File: src/hdl/loop_ctrl_defs.vh
// What this block does
// - Startup sync inhibit bit set suppresses power-up sync pulses to both loops.
// - Interpolation code 0/1/2/3 selects eight, four, two or one phase.
// - Less interpolation ignores more low bits of the 28-bit fraction.
// - Pump current equals 3.125 uA times trim code plus one.
// - Forward step bit moves the VCO phase ahead one eighth, unless backward steps in the same cycle.
// - Only a rising edge of the forward bit gives a step.
// - Backward step bit moves the phase back one eighth, edge triggered.
// - Divider reset bit holds the feedback divider in reset while set.
// - Driver pair reset bit resets drivers three and four while set.
// - Force reset bit starts a cycle ending in sync pulses to both loops.
// - Rational mode: numerator is fraction bits 24:9, denominator the modulus.
// - Modulus is ten register bits above the six lowest fraction bits.
// - Zero modulus means the fraction is a 28-bit fixed-point value.
// - Rational mode with any nonzero order code divides numerator by modulus exactly.
// - Order zero gives no modulation, else floor and ceiling alternate.
`ifndef LOOP_CTRL_DEFS_VH
`define LOOP_CTRL_DEFS_VH

// ****************************************************************
// Register offsets
// ****************************************************************
`define OFS_LOOP_CONTROL   12'h000
`define OFS_FRACTION       12'h004
`define OFS_SHAPER_ORDER   12'h008
`define OFS_STATUS         12'h00C

// ****************************************************************
// Field positions of the loop control and fraction registers
// ****************************************************************
`define BIT_SYNC_INHIBIT   23
`define BIT_INTERP_HI      22
`define BIT_INTERP_LO      21
`define BIT_TRIM_HI        20
`define BIT_TRIM_LO        16
`define BIT_STEP_FWD       15
`define BIT_DIV_RESET      14
`define BIT_PAIR_RESET     13
`define BIT_FORCE_RESET    12
`define BIT_STEP_BWD       11
`define BIT_RATIONAL       10
`define BIT_DENOM_HI       9
`define BIT_DENOM_LO       0
`define BIT_NUMER_HI       24
`define BIT_NUMER_LO       9
`define BIT_FRAC_SHARE_HI  5

// ****************************************************************
// Reset values and timing counts
// ****************************************************************
`define RST_LOOP_CONTROL   24'h00_0000
`define RST_FRACTION       28'h000_0000
`define RST_SHAPER_ORDER   3'h0
`define STARTUP_CYCLES     16'h0040
`define FORCE_CYCLES       16'h0010
`define TRIM_STEP_NA       17'h0_0C35

`endif

File: src/hdl/loop_ctrl.v
`timescale 1ns/1ps
`default_nettype none
`include "loop_ctrl_defs.vh"

module loop_ctrl #(
    parameter [15:0] STARTUP_LEN = `STARTUP_CYCLES,
    parameter [15:0] FORCE_LEN   = `FORCE_CYCLES
) (
    input  wire        pclk,
    input  wire        presetn,
    input  wire        clk_en,
    input  wire        psel,
    input  wire        penable,
    input  wire        pwrite,
    input  wire [11:0] paddr,
    input  wire [31:0] pwdata,
    output reg  [31:0] prdata,
    output reg         pready,
    output reg         pslverr,
    output reg         sync_pulse_first,
    output reg         sync_pulse_second,
    output reg         feedback_div_reset,
    output reg         second_driver_pair_reset,
    output reg         vco_step_forward,
    output reg         vco_step_backward,
    output reg  [2:0]  vco_phase_sel,
    output reg  [4:0]  pump_current_trim,
    output reg  [16:0] pump_current_na,
    output reg  [3:0]  interp_phases,
    output reg  [27:0] frac_effective,
    output reg  [15:0] ratio_denominator,
    output reg  [15:0] ratio_numerator,
    output reg         ratio_active,
    output reg  [2:0]  noise_shaper_order,
    output reg         ceil_select
);

    // ****************************************************************
    // Sequencer states
    // ****************************************************************
    localparam [1:0] ST_STARTUP = 2'd0;
    localparam [1:0] ST_IDLE    = 2'd1;
    localparam [1:0] ST_FORCE   = 2'd2;
    localparam [1:0] ST_SYNC    = 2'd3;

    // ****************************************************************
    // Functions
    // ****************************************************************
    function rise;
        input now_bit;
        input old_bit;
        begin
            rise = now_bit & ~old_bit;
        end
    endfunction

    function [27:0] drop_mask;
        input [1:0] code;
        begin
            case (code)
                2'd0:    drop_mask = 28'hFFF_FFFF;
                2'd1:    drop_mask = 28'hFFF_FFFE;
                2'd2:    drop_mask = 28'hFFF_FFFC;
                default: drop_mask = 28'hFFF_FFF8;
            endcase
        end
    endfunction

    // ****************************************************************
    // Registers
    // ****************************************************************
    reg  [23:0] loop_control_reg;
    reg  [27:0] fraction_reg;
    reg  [2:0]  order_reg;
    reg         fwd_old_reg;
    reg         bwd_old_reg;
    reg         force_old_reg;
    reg         boot_reg;
    reg  [1:0]  state_reg;
    reg  [1:0]  state_next;
    reg  [15:0] count_reg;
    reg  [15:0] count_next;
    reg  [27:0] acc_reg;
    reg  [27:0] acc_next;
    reg         carry_next;

    wire        setup_phase;
    wire        access_done;
    wire        addr_ok;
    wire        do_write;
    wire        step_fwd_ev;
    wire        step_bwd_ev;
    wire        force_ev;
    wire [1:0]  interp_code;
    wire [15:0] denom_full;
    wire [15:0] numer;
    wire        rational_on;
    wire        seq_busy;
    wire [27:0] frac_masked;
    wire [28:0] fixed_sum;
    wire [16:0] ratio_sum;
    wire [16:0] ratio_wrap;
    reg  [31:0] read_word;

    assign setup_phase = psel & ~penable;
    assign access_done = psel & penable & pready;
    assign addr_ok     = (paddr == `OFS_LOOP_CONTROL) | (paddr == `OFS_FRACTION) |
                         (paddr == `OFS_SHAPER_ORDER) | (paddr == `OFS_STATUS);
    assign do_write    = access_done & pwrite & addr_ok;

    assign step_fwd_ev = rise(loop_control_reg[`BIT_STEP_FWD], fwd_old_reg);
    assign step_bwd_ev = rise(loop_control_reg[`BIT_STEP_BWD], bwd_old_reg);
    assign force_ev    = rise(loop_control_reg[`BIT_FORCE_RESET], force_old_reg);

    assign interp_code = loop_control_reg[`BIT_INTERP_HI:`BIT_INTERP_LO];
    // Low six fraction bits double as the bottom of the modulus
    assign denom_full  = {loop_control_reg[`BIT_DENOM_HI:`BIT_DENOM_LO], fraction_reg[`BIT_FRAC_SHARE_HI:0]};
    assign numer       = fraction_reg[`BIT_NUMER_HI:`BIT_NUMER_LO];
    assign rational_on = loop_control_reg[`BIT_RATIONAL] & (denom_full != 16'h0000);
    assign seq_busy    = (state_reg != ST_IDLE);
    assign frac_masked = fraction_reg & drop_mask(interp_code);
    assign fixed_sum   = {1'b0, acc_reg} + {1'b0, frac_masked};
    assign ratio_sum   = {1'b0, acc_reg[15:0]} + {1'b0, numer};
    assign ratio_wrap  = ratio_sum - {1'b0, denom_full};

    // ****************************************************************
    // APB slave
    // ****************************************************************
    always @* begin
        case (paddr)
            `OFS_LOOP_CONTROL: read_word = {8'h00, loop_control_reg};
            `OFS_FRACTION:     read_word = {4'h0, fraction_reg};
            `OFS_SHAPER_ORDER: read_word = {29'h0000_0000, order_reg};
            `OFS_STATUS:       read_word = {24'h00_0000, 1'b0, ceil_select, seq_busy,
                                            ratio_active, 1'b0, vco_phase_sel};
            default:           read_word = 32'h0000_0000;
        endcase
    end

    always @(posedge pclk or negedge presetn) begin
        if (!presetn) begin
            pready           <= 1'b0;
            pslverr          <= 1'b0;
            prdata           <= 32'h0000_0000;
            loop_control_reg <= `RST_LOOP_CONTROL;
            fraction_reg     <= `RST_FRACTION;
            order_reg        <= `RST_SHAPER_ORDER;
        end else if (clk_en) begin
            // No wait state: answer prepared in the setup cycle
            pready  <= setup_phase;
            pslverr <= setup_phase & ~addr_ok;
            if (setup_phase && !pwrite) begin
                prdata <= read_word;
            end else if (access_done) begin
                prdata <= 32'h0000_0000;
            end
            if (do_write) begin
                case (paddr)
                    `OFS_LOOP_CONTROL: loop_control_reg <= pwdata[23:0];
                    `OFS_FRACTION:     fraction_reg     <= pwdata[27:0];
                    `OFS_SHAPER_ORDER: order_reg        <= pwdata[2:0];
                    default:           order_reg        <= order_reg;
                endcase
            end
        end
    end

    // ****************************************************************
    // Startup and force-reset sequencer
    // ****************************************************************
    always @* begin
        state_next = state_reg;
        count_next = count_reg;
        case (state_reg)
            ST_STARTUP: begin
                if (count_reg >= STARTUP_LEN - 16'h0001) begin
                    count_next = 16'h0000;
                    state_next = ST_SYNC;
                end else begin
                    count_next = count_reg + 16'h0001;
                end
            end
            ST_IDLE: begin
                count_next = 16'h0000;
                if (force_ev) begin
                    state_next = ST_FORCE;
                end
            end
            ST_FORCE: begin
                if (count_reg >= FORCE_LEN - 16'h0001) begin
                    count_next = 16'h0000;
                    state_next = ST_SYNC;
                end else begin
                    count_next = count_reg + 16'h0001;
                end
            end
            ST_SYNC: begin
                state_next = ST_IDLE;
            end
            default: begin
                state_next = ST_IDLE;
                count_next = 16'h0000;
            end
        endcase
    end

    // ****************************************************************
    // Modulator accumulator
    // ****************************************************************
    always @* begin
        acc_next   = acc_reg;
        carry_next = 1'b0;
        if (order_reg == 3'd0) begin
            acc_next = 28'h000_0000;
        end else if (rational_on) begin
            // Exact numerator over modulus, one carry per wrap
            if (ratio_sum >= {1'b0, denom_full}) begin
                acc_next   = {12'h000, ratio_wrap[15:0]};
                carry_next = 1'b1;
            end else begin
                acc_next = {12'h000, ratio_sum[15:0]};
            end
        end else begin
            acc_next   = fixed_sum[27:0];
            carry_next = fixed_sum[28];
        end
    end

    // ****************************************************************
    // State and outputs
    // ****************************************************************
    always @(posedge pclk or negedge presetn) begin
        if (!presetn) begin
            state_reg                <= ST_STARTUP;
            count_reg                <= 16'h0000;
            fwd_old_reg              <= 1'b0;
            bwd_old_reg              <= 1'b0;
            force_old_reg            <= 1'b0;
            boot_reg                 <= 1'b1;
            acc_reg                  <= 28'h000_0000;
            sync_pulse_first         <= 1'b0;
            sync_pulse_second        <= 1'b0;
            feedback_div_reset       <= 1'b1;
            second_driver_pair_reset <= 1'b0;
            vco_step_forward         <= 1'b0;
            vco_step_backward        <= 1'b0;
            vco_phase_sel            <= 3'd0;
            pump_current_trim        <= 5'd0;
            pump_current_na          <= `TRIM_STEP_NA;
            interp_phases            <= 4'd8;
            frac_effective           <= 28'h000_0000;
            ratio_denominator        <= 16'h0000;
            ratio_numerator          <= 16'h0000;
            ratio_active             <= 1'b0;
            noise_shaper_order       <= 3'd0;
            ceil_select              <= 1'b0;
        end else if (clk_en) begin
            state_reg     <= state_next;
            count_reg     <= count_next;
            fwd_old_reg   <= loop_control_reg[`BIT_STEP_FWD];
            bwd_old_reg   <= loop_control_reg[`BIT_STEP_BWD];
            force_old_reg <= loop_control_reg[`BIT_FORCE_RESET];
            // Only the first sync cycle after reset is the startup one
            boot_reg      <= boot_reg & (state_reg != ST_SYNC);

            // Startup pulses only when not inhibited; forced ones always
            sync_pulse_first  <= (state_reg == ST_SYNC) &
                                 (~loop_control_reg[`BIT_SYNC_INHIBIT] | ~boot_reg);
            sync_pulse_second <= (state_reg == ST_SYNC) &
                                 (~loop_control_reg[`BIT_SYNC_INHIBIT] | ~boot_reg);

            // Divider held in reset by the bit and during a reset cycle
            feedback_div_reset       <= loop_control_reg[`BIT_DIV_RESET] | seq_busy;
            second_driver_pair_reset <= loop_control_reg[`BIT_PAIR_RESET];

            vco_step_forward  <= step_fwd_ev;
            vco_step_backward <= step_bwd_ev;
            if (step_fwd_ev && !step_bwd_ev) begin
                vco_phase_sel <= vco_phase_sel + 3'd1;
            end else if (step_bwd_ev && !step_fwd_ev) begin
                vco_phase_sel <= vco_phase_sel - 3'd1;
            end

            pump_current_trim <= loop_control_reg[`BIT_TRIM_HI:`BIT_TRIM_LO];
            pump_current_na   <= ({12'h000, loop_control_reg[`BIT_TRIM_HI:`BIT_TRIM_LO]} + 17'h0_0001) *
                                 `TRIM_STEP_NA;
            interp_phases     <= 4'd8 >> interp_code;
            frac_effective    <= frac_masked;
            ratio_denominator <= denom_full;
            ratio_numerator   <= numer;
            ratio_active      <= rational_on;
            noise_shaper_order <= order_reg;

            if (loop_control_reg[`BIT_DIV_RESET] || seq_busy) begin
                acc_reg     <= 28'h000_0000;
                ceil_select <= 1'b0;
            end else begin
                acc_reg     <= acc_next;
                ceil_select <= carry_next;
            end
        end
    end

endmodule // loop_ctrl

`default_nettype wire

File: config.mk
export PLATFORM = sky130hd
export DESIGN_NAME = loop_ctrl
export DESIGN_NICKNAME = d
export VERILOG_FILES = /design/src/hdl/loop_ctrl.v
export VERILOG_INCLUDE_DIRS = /design/src /design/src/hdl
export SDC_FILE = /design/constraint.sdc
export NUM_CORES = 1
export LEC_CHECK = 0
export ABC_AREA = 1
export BUFFER_PORTS_ARGS = -buffer_cell sky130_fd_sc_hd__buf_2
export CAP_MARGIN = 20
export CORE_ASPECT_RATIO = 0.5
export CORE_MARGIN = 10
export CORE_UTILIZATION = 50
export CTS_BUF_LIST = sky130_fd_sc_hd__clkbuf_2 sky130_fd_sc_hd__clkbuf_4 sky130_fd_sc_hd__clkbuf_8
export DETAILED_ROUTE_END_ITERATION = 6
export PLACE_DENSITY = 0.82
export SYNTH_ARGS = -nofsm -noshare
export SYNTH_HDL_FRONTEND = slang
export SYNTH_SLANG_ARGS = --single-unit
File: constraint.sdc
create_clock -name pclk -period 5.35 [get_ports pclk]
set_input_delay 0.535 -clock pclk [delete_from_list [all_inputs] [get_ports pclk]]
set_output_delay 0.535 -clock pclk [all_outputs]
set_load 0.02 [all_outputs]
==> results of run 1 <==
-- cell type report --
type / instances / area, µm² / share of cell area (%)
timing repair buffer: 184 / 978 / 6.14
tap: 382 / 478 / 3.00
clock inverter: 9 / 83.8 / 0.526
sequential: 215 / 5390 / 33.8
antenna: 5 / 12.5 / 0.0785
clock buffer: 48 / 617 / 3.87
inverter: 265 / 997 / 6.26
multi-input combinational: 1350 / 7380 / 46.3
-- per-stage QoR --
step	area, µm²	hold WS [ns]	std cells
final	15900	0.0755	2458
after global routing	15900	0.133	2457
after CTS	15900	0.117	2451
after detailed placement	15200	0.457	2394
after global placement	15200	0.450	2394
after floorplan	14200	0.239	1902
-- kinds of logic after synthesis --
group                      after synthesis
buffers and inverters                  337
AOI/OAI and AO/OA                      305
xor gates and xnor gates                33
adders and majority gates              114
and+or+nand+nor                        893
other                                    1
DFF                                    215
muxes                                    1
-- power by group through the flow --
| stage | combinational [mW] | sequential [mW] | clock [mW] |
|---|---|---|---|
| 3_5_place_dp | 0.439 | 1.78 | 0 |
| 3_3_place_gp | 0.426 | 1.78 | 0 |
| 5_1_grt | 0.492 | 1.76 | 1.57 |
| 6_report | 0.437 | 1.75 | 1.48 |
| 4_1_cts | 0.441 | 1.75 | 1.50 |
| 2_1_floorplan | 0.225 | 1.83 | 0 |
-- cell usage after synthesis (all sizes together), types with 2 or more instances --
library cell	number
clkbuf	27
nor4	3
nand4	29
ha	105
a21oi	122
o221ai	2
nand2	508
o31ai	4
inv	265
xor2	21
nor3	16
fa	9
nor2	178
o22ai	25
dfstp	9
o21ai	105
and3	2
o21bai	10
o211ai	3
and2	7
a32o	19
xnor2	12
or2	12
dfrtp	206
a21boi	2
a21o	2
a31oi	9
buf	45
nand3b	14
nand3	124
-- per-layer routing --
metal,GRT usage (%),vias to the layer above,part of all wire (%)
met3,4.09,102,8.0
met2,37.1,594,45
met1,31.4,6214,43
met4,9.24,0,3.8
met5,0,-,0
li1,-,6468,-
-- layout by cell type, fill, tap and decap left out, drive strengths merged, types with 48 or more instances in the layout --
master and count:
a21oi 122, buf 184, clkbuf 48, dfrtp 206, ha 105, inv 266
nand2 508, nand3 124, nor2 178, o21ai 105
-- worst max path at each step --
| stage | end | depth (start not counted) | slack (ns) |
|---|---|---|---|
| floorplan | pump_current_na[11] | 15 | 1.77 |
| global placement | pump_current_na[11] | 15 | 1.43 |
| detailed placement | pump_current_na[11] | 15 | 1.37 |
| CTS | pump_current_na[11] | 15 | 1.34 |
| global route | acc_reg[11] | 21 | 1.0 |
| finish | pump_current_na[11] | 15 | 1.33 |
-- critical path, stage by stage, from the launching register on --
cell	delay, ns
dfrtp_1	0.43
ha_1	0.24
xor2_1	0.36
ha_1	0.31
inv_1	0.08
fa_1	0.44
fa_1	0.55
inv_1	0.05
ha_1	0.37
a21oi_1	0.21
o21ai_0	0.12
a21oi_1	0.23
o21ai_0	0.13
or2_2	0.29
nand3_1	0.07
nand2_1	0.06
==> impl_metrics.ini, run 1 <==
[run_status]
status = complete, no violations

[pwr]
power.leakage_nw = 8.86
power_frac_seq_pct = 47.8
ir_drop_v = 0.000220
power.density_mw_per_mm2 = 230
intPower_mw = 2.62
p_sw_mw = 1.04
clock_power_share_pct = 40.3
finalPower_mw = 3.67
combPwrFrac_pct = 11.9
switching_share_pct = 28.5

[timing]
fin_skew_ns = 0.0234
hold_viol_final = 0
tightest_slew_ns = 1.04
setup_tns_ns = 0
setup_viol = 0
finalCritPeriodShare_pct = 75.1
clock.fmax_mhz = 249
slew_violations = 0
setup_ws_ns = 1.33
slew_headroom_pct = 30.8
period_needed_ns = 4.02
rsz0062_at_grt = false

[yosys]
synthArstFlopShare_pct = 100
synth-compound-area-share_pct = 12.4
synth_area_leaders = dfrtp_1, nand2_1, ha_1, inv_1, nor2_1
synthAdderAreaFrac_pct = 10.5
yosysSeqAreaShare_pct = 38.1
synth_edf_count = 0
synth_top_family_by_area = simple AND/OR/NAND/NOR gates
netlist_instances = 1899
ys_types = 52
yosys.area_share.xor_xnor_pct = 2.04
ys_ff_latch = 215
yosys-mux-area-fraction_pct = 0.0795
synth_top_flop_cell = dfrtp_1
yosys.area_share.simple_pct = 26.9
synth_largest_area_cell = dfrtp_1
post_synth.cell_area_avg_um2 = 7.46
synth_top_area_share_pct = 36.4
yosysWarnings = 0
synth.cell_area_mm2 = 0.0142

[clocking]
post_cts_buffers = 0
clk_latency_ns = 0.54
tritoncts = done
path_clk_slew_ns = 0.06
cts_max_level = 2
cts.path.max_buffers = 3
clockRootBuffer = clkbuf_8
postCtsHoldBufs = 0
cts-resized-gates = 0
cts.sinks = 215
numCtsBuffers = 34

[floorplan]
die_h_um = 139
fp.dieW_um = 258
ios = 184
core_area_mm2 = 0.0278
rows = 43
die_area_mm2 = 0.0359
initial_core_util_pct = 50.9

[worst_setup_path]
worstPathRequired_ns = 5.81
r2r_cells = 15
worstReg2RegEnd = pump_current_na[11]
critPathLaunch = loop_control_reg[16]
cp.arrival_ns = 4.48
worstReg2RegStart = loop_control_reg[16]
crit_type = reg2reg
reg2reg_slack_ns = 1.33
setup.worst_path.start_class = register
cp-end-kind = register
path_max_fanout = 6

[global_routing]
grt-ovfl-total = 0
grt_max_degree = 122
globalRouteTotalUtil_pct = 23.5
grt_pass1_vias = 12600
grt_pass1_wl_mm = 68.8
antenna_found_initial = 4

[final_layout]
num-fill-cells = 2570
fin_util_pct = 57.3
layout-drive-gt1-share_pct = 14.0
finalNetCount = 2214
area_growth_pct = 12.5

[placed_design]
place.detailed.hpwl_mm = 33.1
port-buffer-count = 175
pre_cts_ws_ns = 1.37
gp_congestion = 1.02

[route]
post_drt_wl_per_cell_um = 17.6
avgViaCountPerCell = 5.44
antenna_left = 0
routed_wirelength_mm = 43.2
dr.pass1.iters = 5
drcViolationCount = 0
first_iter_violations = 1229
vias = 13400

[flow_run]
maxCapViolCount = 0

[worst_hold_path]
min_path_type = in2async
No activity file was read; power rests on OpenSTA's default activity.
==> run 2: changes to the inputs <==
--- a/config.mk
+++ b/config.mk
@@ -14,7 +14,7 @@
 export CORE_UTILIZATION = 50
 export CTS_BUF_LIST = sky130_fd_sc_hd__clkbuf_2 sky130_fd_sc_hd__clkbuf_4 sky130_fd_sc_hd__clkbuf_8
 export DETAILED_ROUTE_END_ITERATION = 6
-export PLACE_DENSITY = 0.82
+export PLACE_DENSITY = 0.84
 export SYNTH_ARGS = -nofsm -noshare
 export SYNTH_HDL_FRONTEND = slang
 export SYNTH_SLANG_ARGS = --single-unit
==> constraint.sdc (replaced) <==
create_clock -name pclk -period 3.22 [get_ports pclk]
set_input_delay 0.322 -clock pclk [delete_from_list [all_inputs] [get_ports pclk]]
set_output_delay 0.322 -clock pclk [all_outputs]
set_load 0.02 [all_outputs]
==> impl_metrics.ini, run 2 (synthesis results as in run 1) <==
[pwr]
clock_power_share_pct = 39.8
ir_drop_v = 0.000294
power.leakage_nw = 9.90
switching_share_pct = 29.2
p_sw_mw = 1.81
power_frac_seq_pct = 47.0
combPwrFrac_pct = 13.1
intPower_mw = 4.40
power.density_mw_per_mm2 = 337

[timing]
slew_violations = 0
hold_viol_final = 0
fin_skew_ns = 0.0210
clock.fmax_mhz = 293
rsz0062_at_grt = true
setup_ws_ns = -0.189
finalCritPeriodShare_pct = 106
tightest_slew_ns = 0.782
period_needed_ns = 3.41
timing.hold.ws_ns = 0.00669
setup_viol = 25
slew_headroom_pct = 47.8

[clocking]
cts_max_level = 2
cts.path.max_buffers = 3
path_clk_slew_ns = 0.06
tritoncts = done
numCtsBuffers = 34
clk_latency_ns = 0.55
cts.sinks = 215
clockRootBuffer = clkbuf_8

[final_layout]
layout_commonest_cell = nand2_1
area_growth_pct = 30.0
final_cell_mix = nand2_1, inv_1, dfrtp_1
finalNetCount = 2371
layout-drive-gt1-share_pct = 28.5
fin_cells = 2618

[floorplan]
rows = 43
initial_core_util_pct = 50.9
core_area_mm2 = 0.0278
die_h_um = 139
die_area_mm2 = 0.0359
fp.dieW_um = 258
ios = 184

[global_routing]
antenna_found_initial = 3
grt_max_degree = 162
grt_pass1_wl_mm = 75.5
grt_pass1_vias = 13900
globalRouteTotalUtil_pct = 25.9
grt-ovfl-total = 0

[route]
drcViolationCount = 14
post_drt_wl_per_cell_um = 19.5
dr.pass1.iters = 7
wl_met1_mm = 19.8
top_layer_used = met4
wl_met3_mm = 4.85
avgViaCountPerCell = 5.73
wl_met2_mm = 23.7
first_iter_violations = 1783
vias = 15000
antenna_left = 0
routed_wirelength_mm = 51.2

[run_status]
status = finished with violations
violations = DRC, setup timing

[placed_design]
place.detailed.hpwl_mm = 35.9
dpl.cell_count = 2523
port-buffer-count = 175
gp_congestion = 1.01

[worst_setup_path]
worstPathRequired_ns = 3.63
cp-end-kind = register
setup.worst_path.start_class = register
path_max_fanout = 7
crit_type = reg2reg
cp.arrival_ns = 3.82

[flow_run]
maxCapViolCount = 0

[worst_hold_path]
min_path_type = in2reg
run 2: cell types whose count changed in the layout (fill, tap and decap cells not counted), sizes merged, moves of 2 or more:
cell / delta
buf: +147
clkbuf: +9
clkinvlp: -2
dlygate4sd3: +8
run 2: worst paths after layout:
check	from	to	slack, ns	cells past startpoint
worst max register to register	fraction_reg[11]	acc_reg[13]	-0.19	18
max in group asynchronous	presetn	interp_phases[3]	1.87	3
worst min register to register	pump_current_na[4]	pump_current_na[4]	0.47	2
min in group asynchronous	presetn	pready	0.39	2
worst max-delay path	fraction_reg[11]	acc_reg[13]	-0.19	18
worst min-delay path	pwdata[27]	fraction_reg[27]	0.007	3
run 2: cell type report:
type | instances | area [µm²]
clock inverter | 5 | 33.8
multi-input combinational | 1351 | 8560
sequential | 215 | 5400
clock buffer | 56 | 677
antenna | 4 | 10.0
inverter | 265 | 997
timing repair buffer | 340 | 2250
fill | 2055 | 9410
tap | 382 | 478
run 2: metrics by stage:
| stage | setup TNS (ns) | setup slack [ns] | instance area, µm² | util, % | power, mW |
|---|---|---|---|---|---|
| 6_report | -2.64 | -0.189 | 18400 | 66.2 | 6.21 |
| 3_5_place_dp | -6.27 | -0.373 | 16300 | 58.6 | 3.71 |
| 3_3_place_gp | -4.80 | -0.316 | 16300 | 58.6 | 3.68 |
| 4_1_cts | -1.13 | -0.195 | 17500 | 62.8 | 6.18 |
| 5_1_grt | -4.66 | -0.286 | 18400 | 66.2 | 6.41 |
| 2_1_floorplan | -0.0528 | -0.0315 | 14300 | - | 3.41 |
run 2: worst max-delay path, cell delays in order, from the launching register on:
cell and delay, ns:
dfrtp_1 0.42, ha_2 0.42, nand2_1 0.10, nor2_1 0.17
nand2_1 0.09, nand3_2 0.12, xor2_2 0.28, ha_1 0.34
nand2_1 0.15, nor2_2 0.08, nand3_2 0.09, buf_4 0.12
o21bai_4 0.07, nor2_4 0.21, nand3_4 0.20, nand2_2 0.14
nand3_1 0.10, nand2_1 0.11, nand2_1 0.06
run 2: power by group through the flow:
stage | sequential, mW | clock, mW | combinational, mW
2_1_floorplan | 3.03 | 0 | 0.375
3_3_place_gp | 2.95 | 0 | 0.722
3_5_place_dp | 2.96 | 0 | 0.753
4_1_cts | 2.91 | 2.49 | 0.775
5_1_grt | 2.93 | 2.60 | 0.880
6_report | 2.92 | 2.47 | 0.816
run 2: what timing repair did:
action / in CTS / in global routing
buffers inserted: 9 / 12
endpoints found under the setup margin: 27 / 28
pin swaps: 25 / 63
endpoints found under the hold margin: 89 / 0
hold buffers: 8 / 0
resized for setup: 67 / 164
gates cloned: 1 / 1
run 2: routing by layer:
layer / vias up / GRT usage [%]
li1: 6777 / -
met1: 7128 / 33.7
met2: 876 / 41.7
met3: 218 / 4.31
met4: 0 / 11.6
met5: - / 0
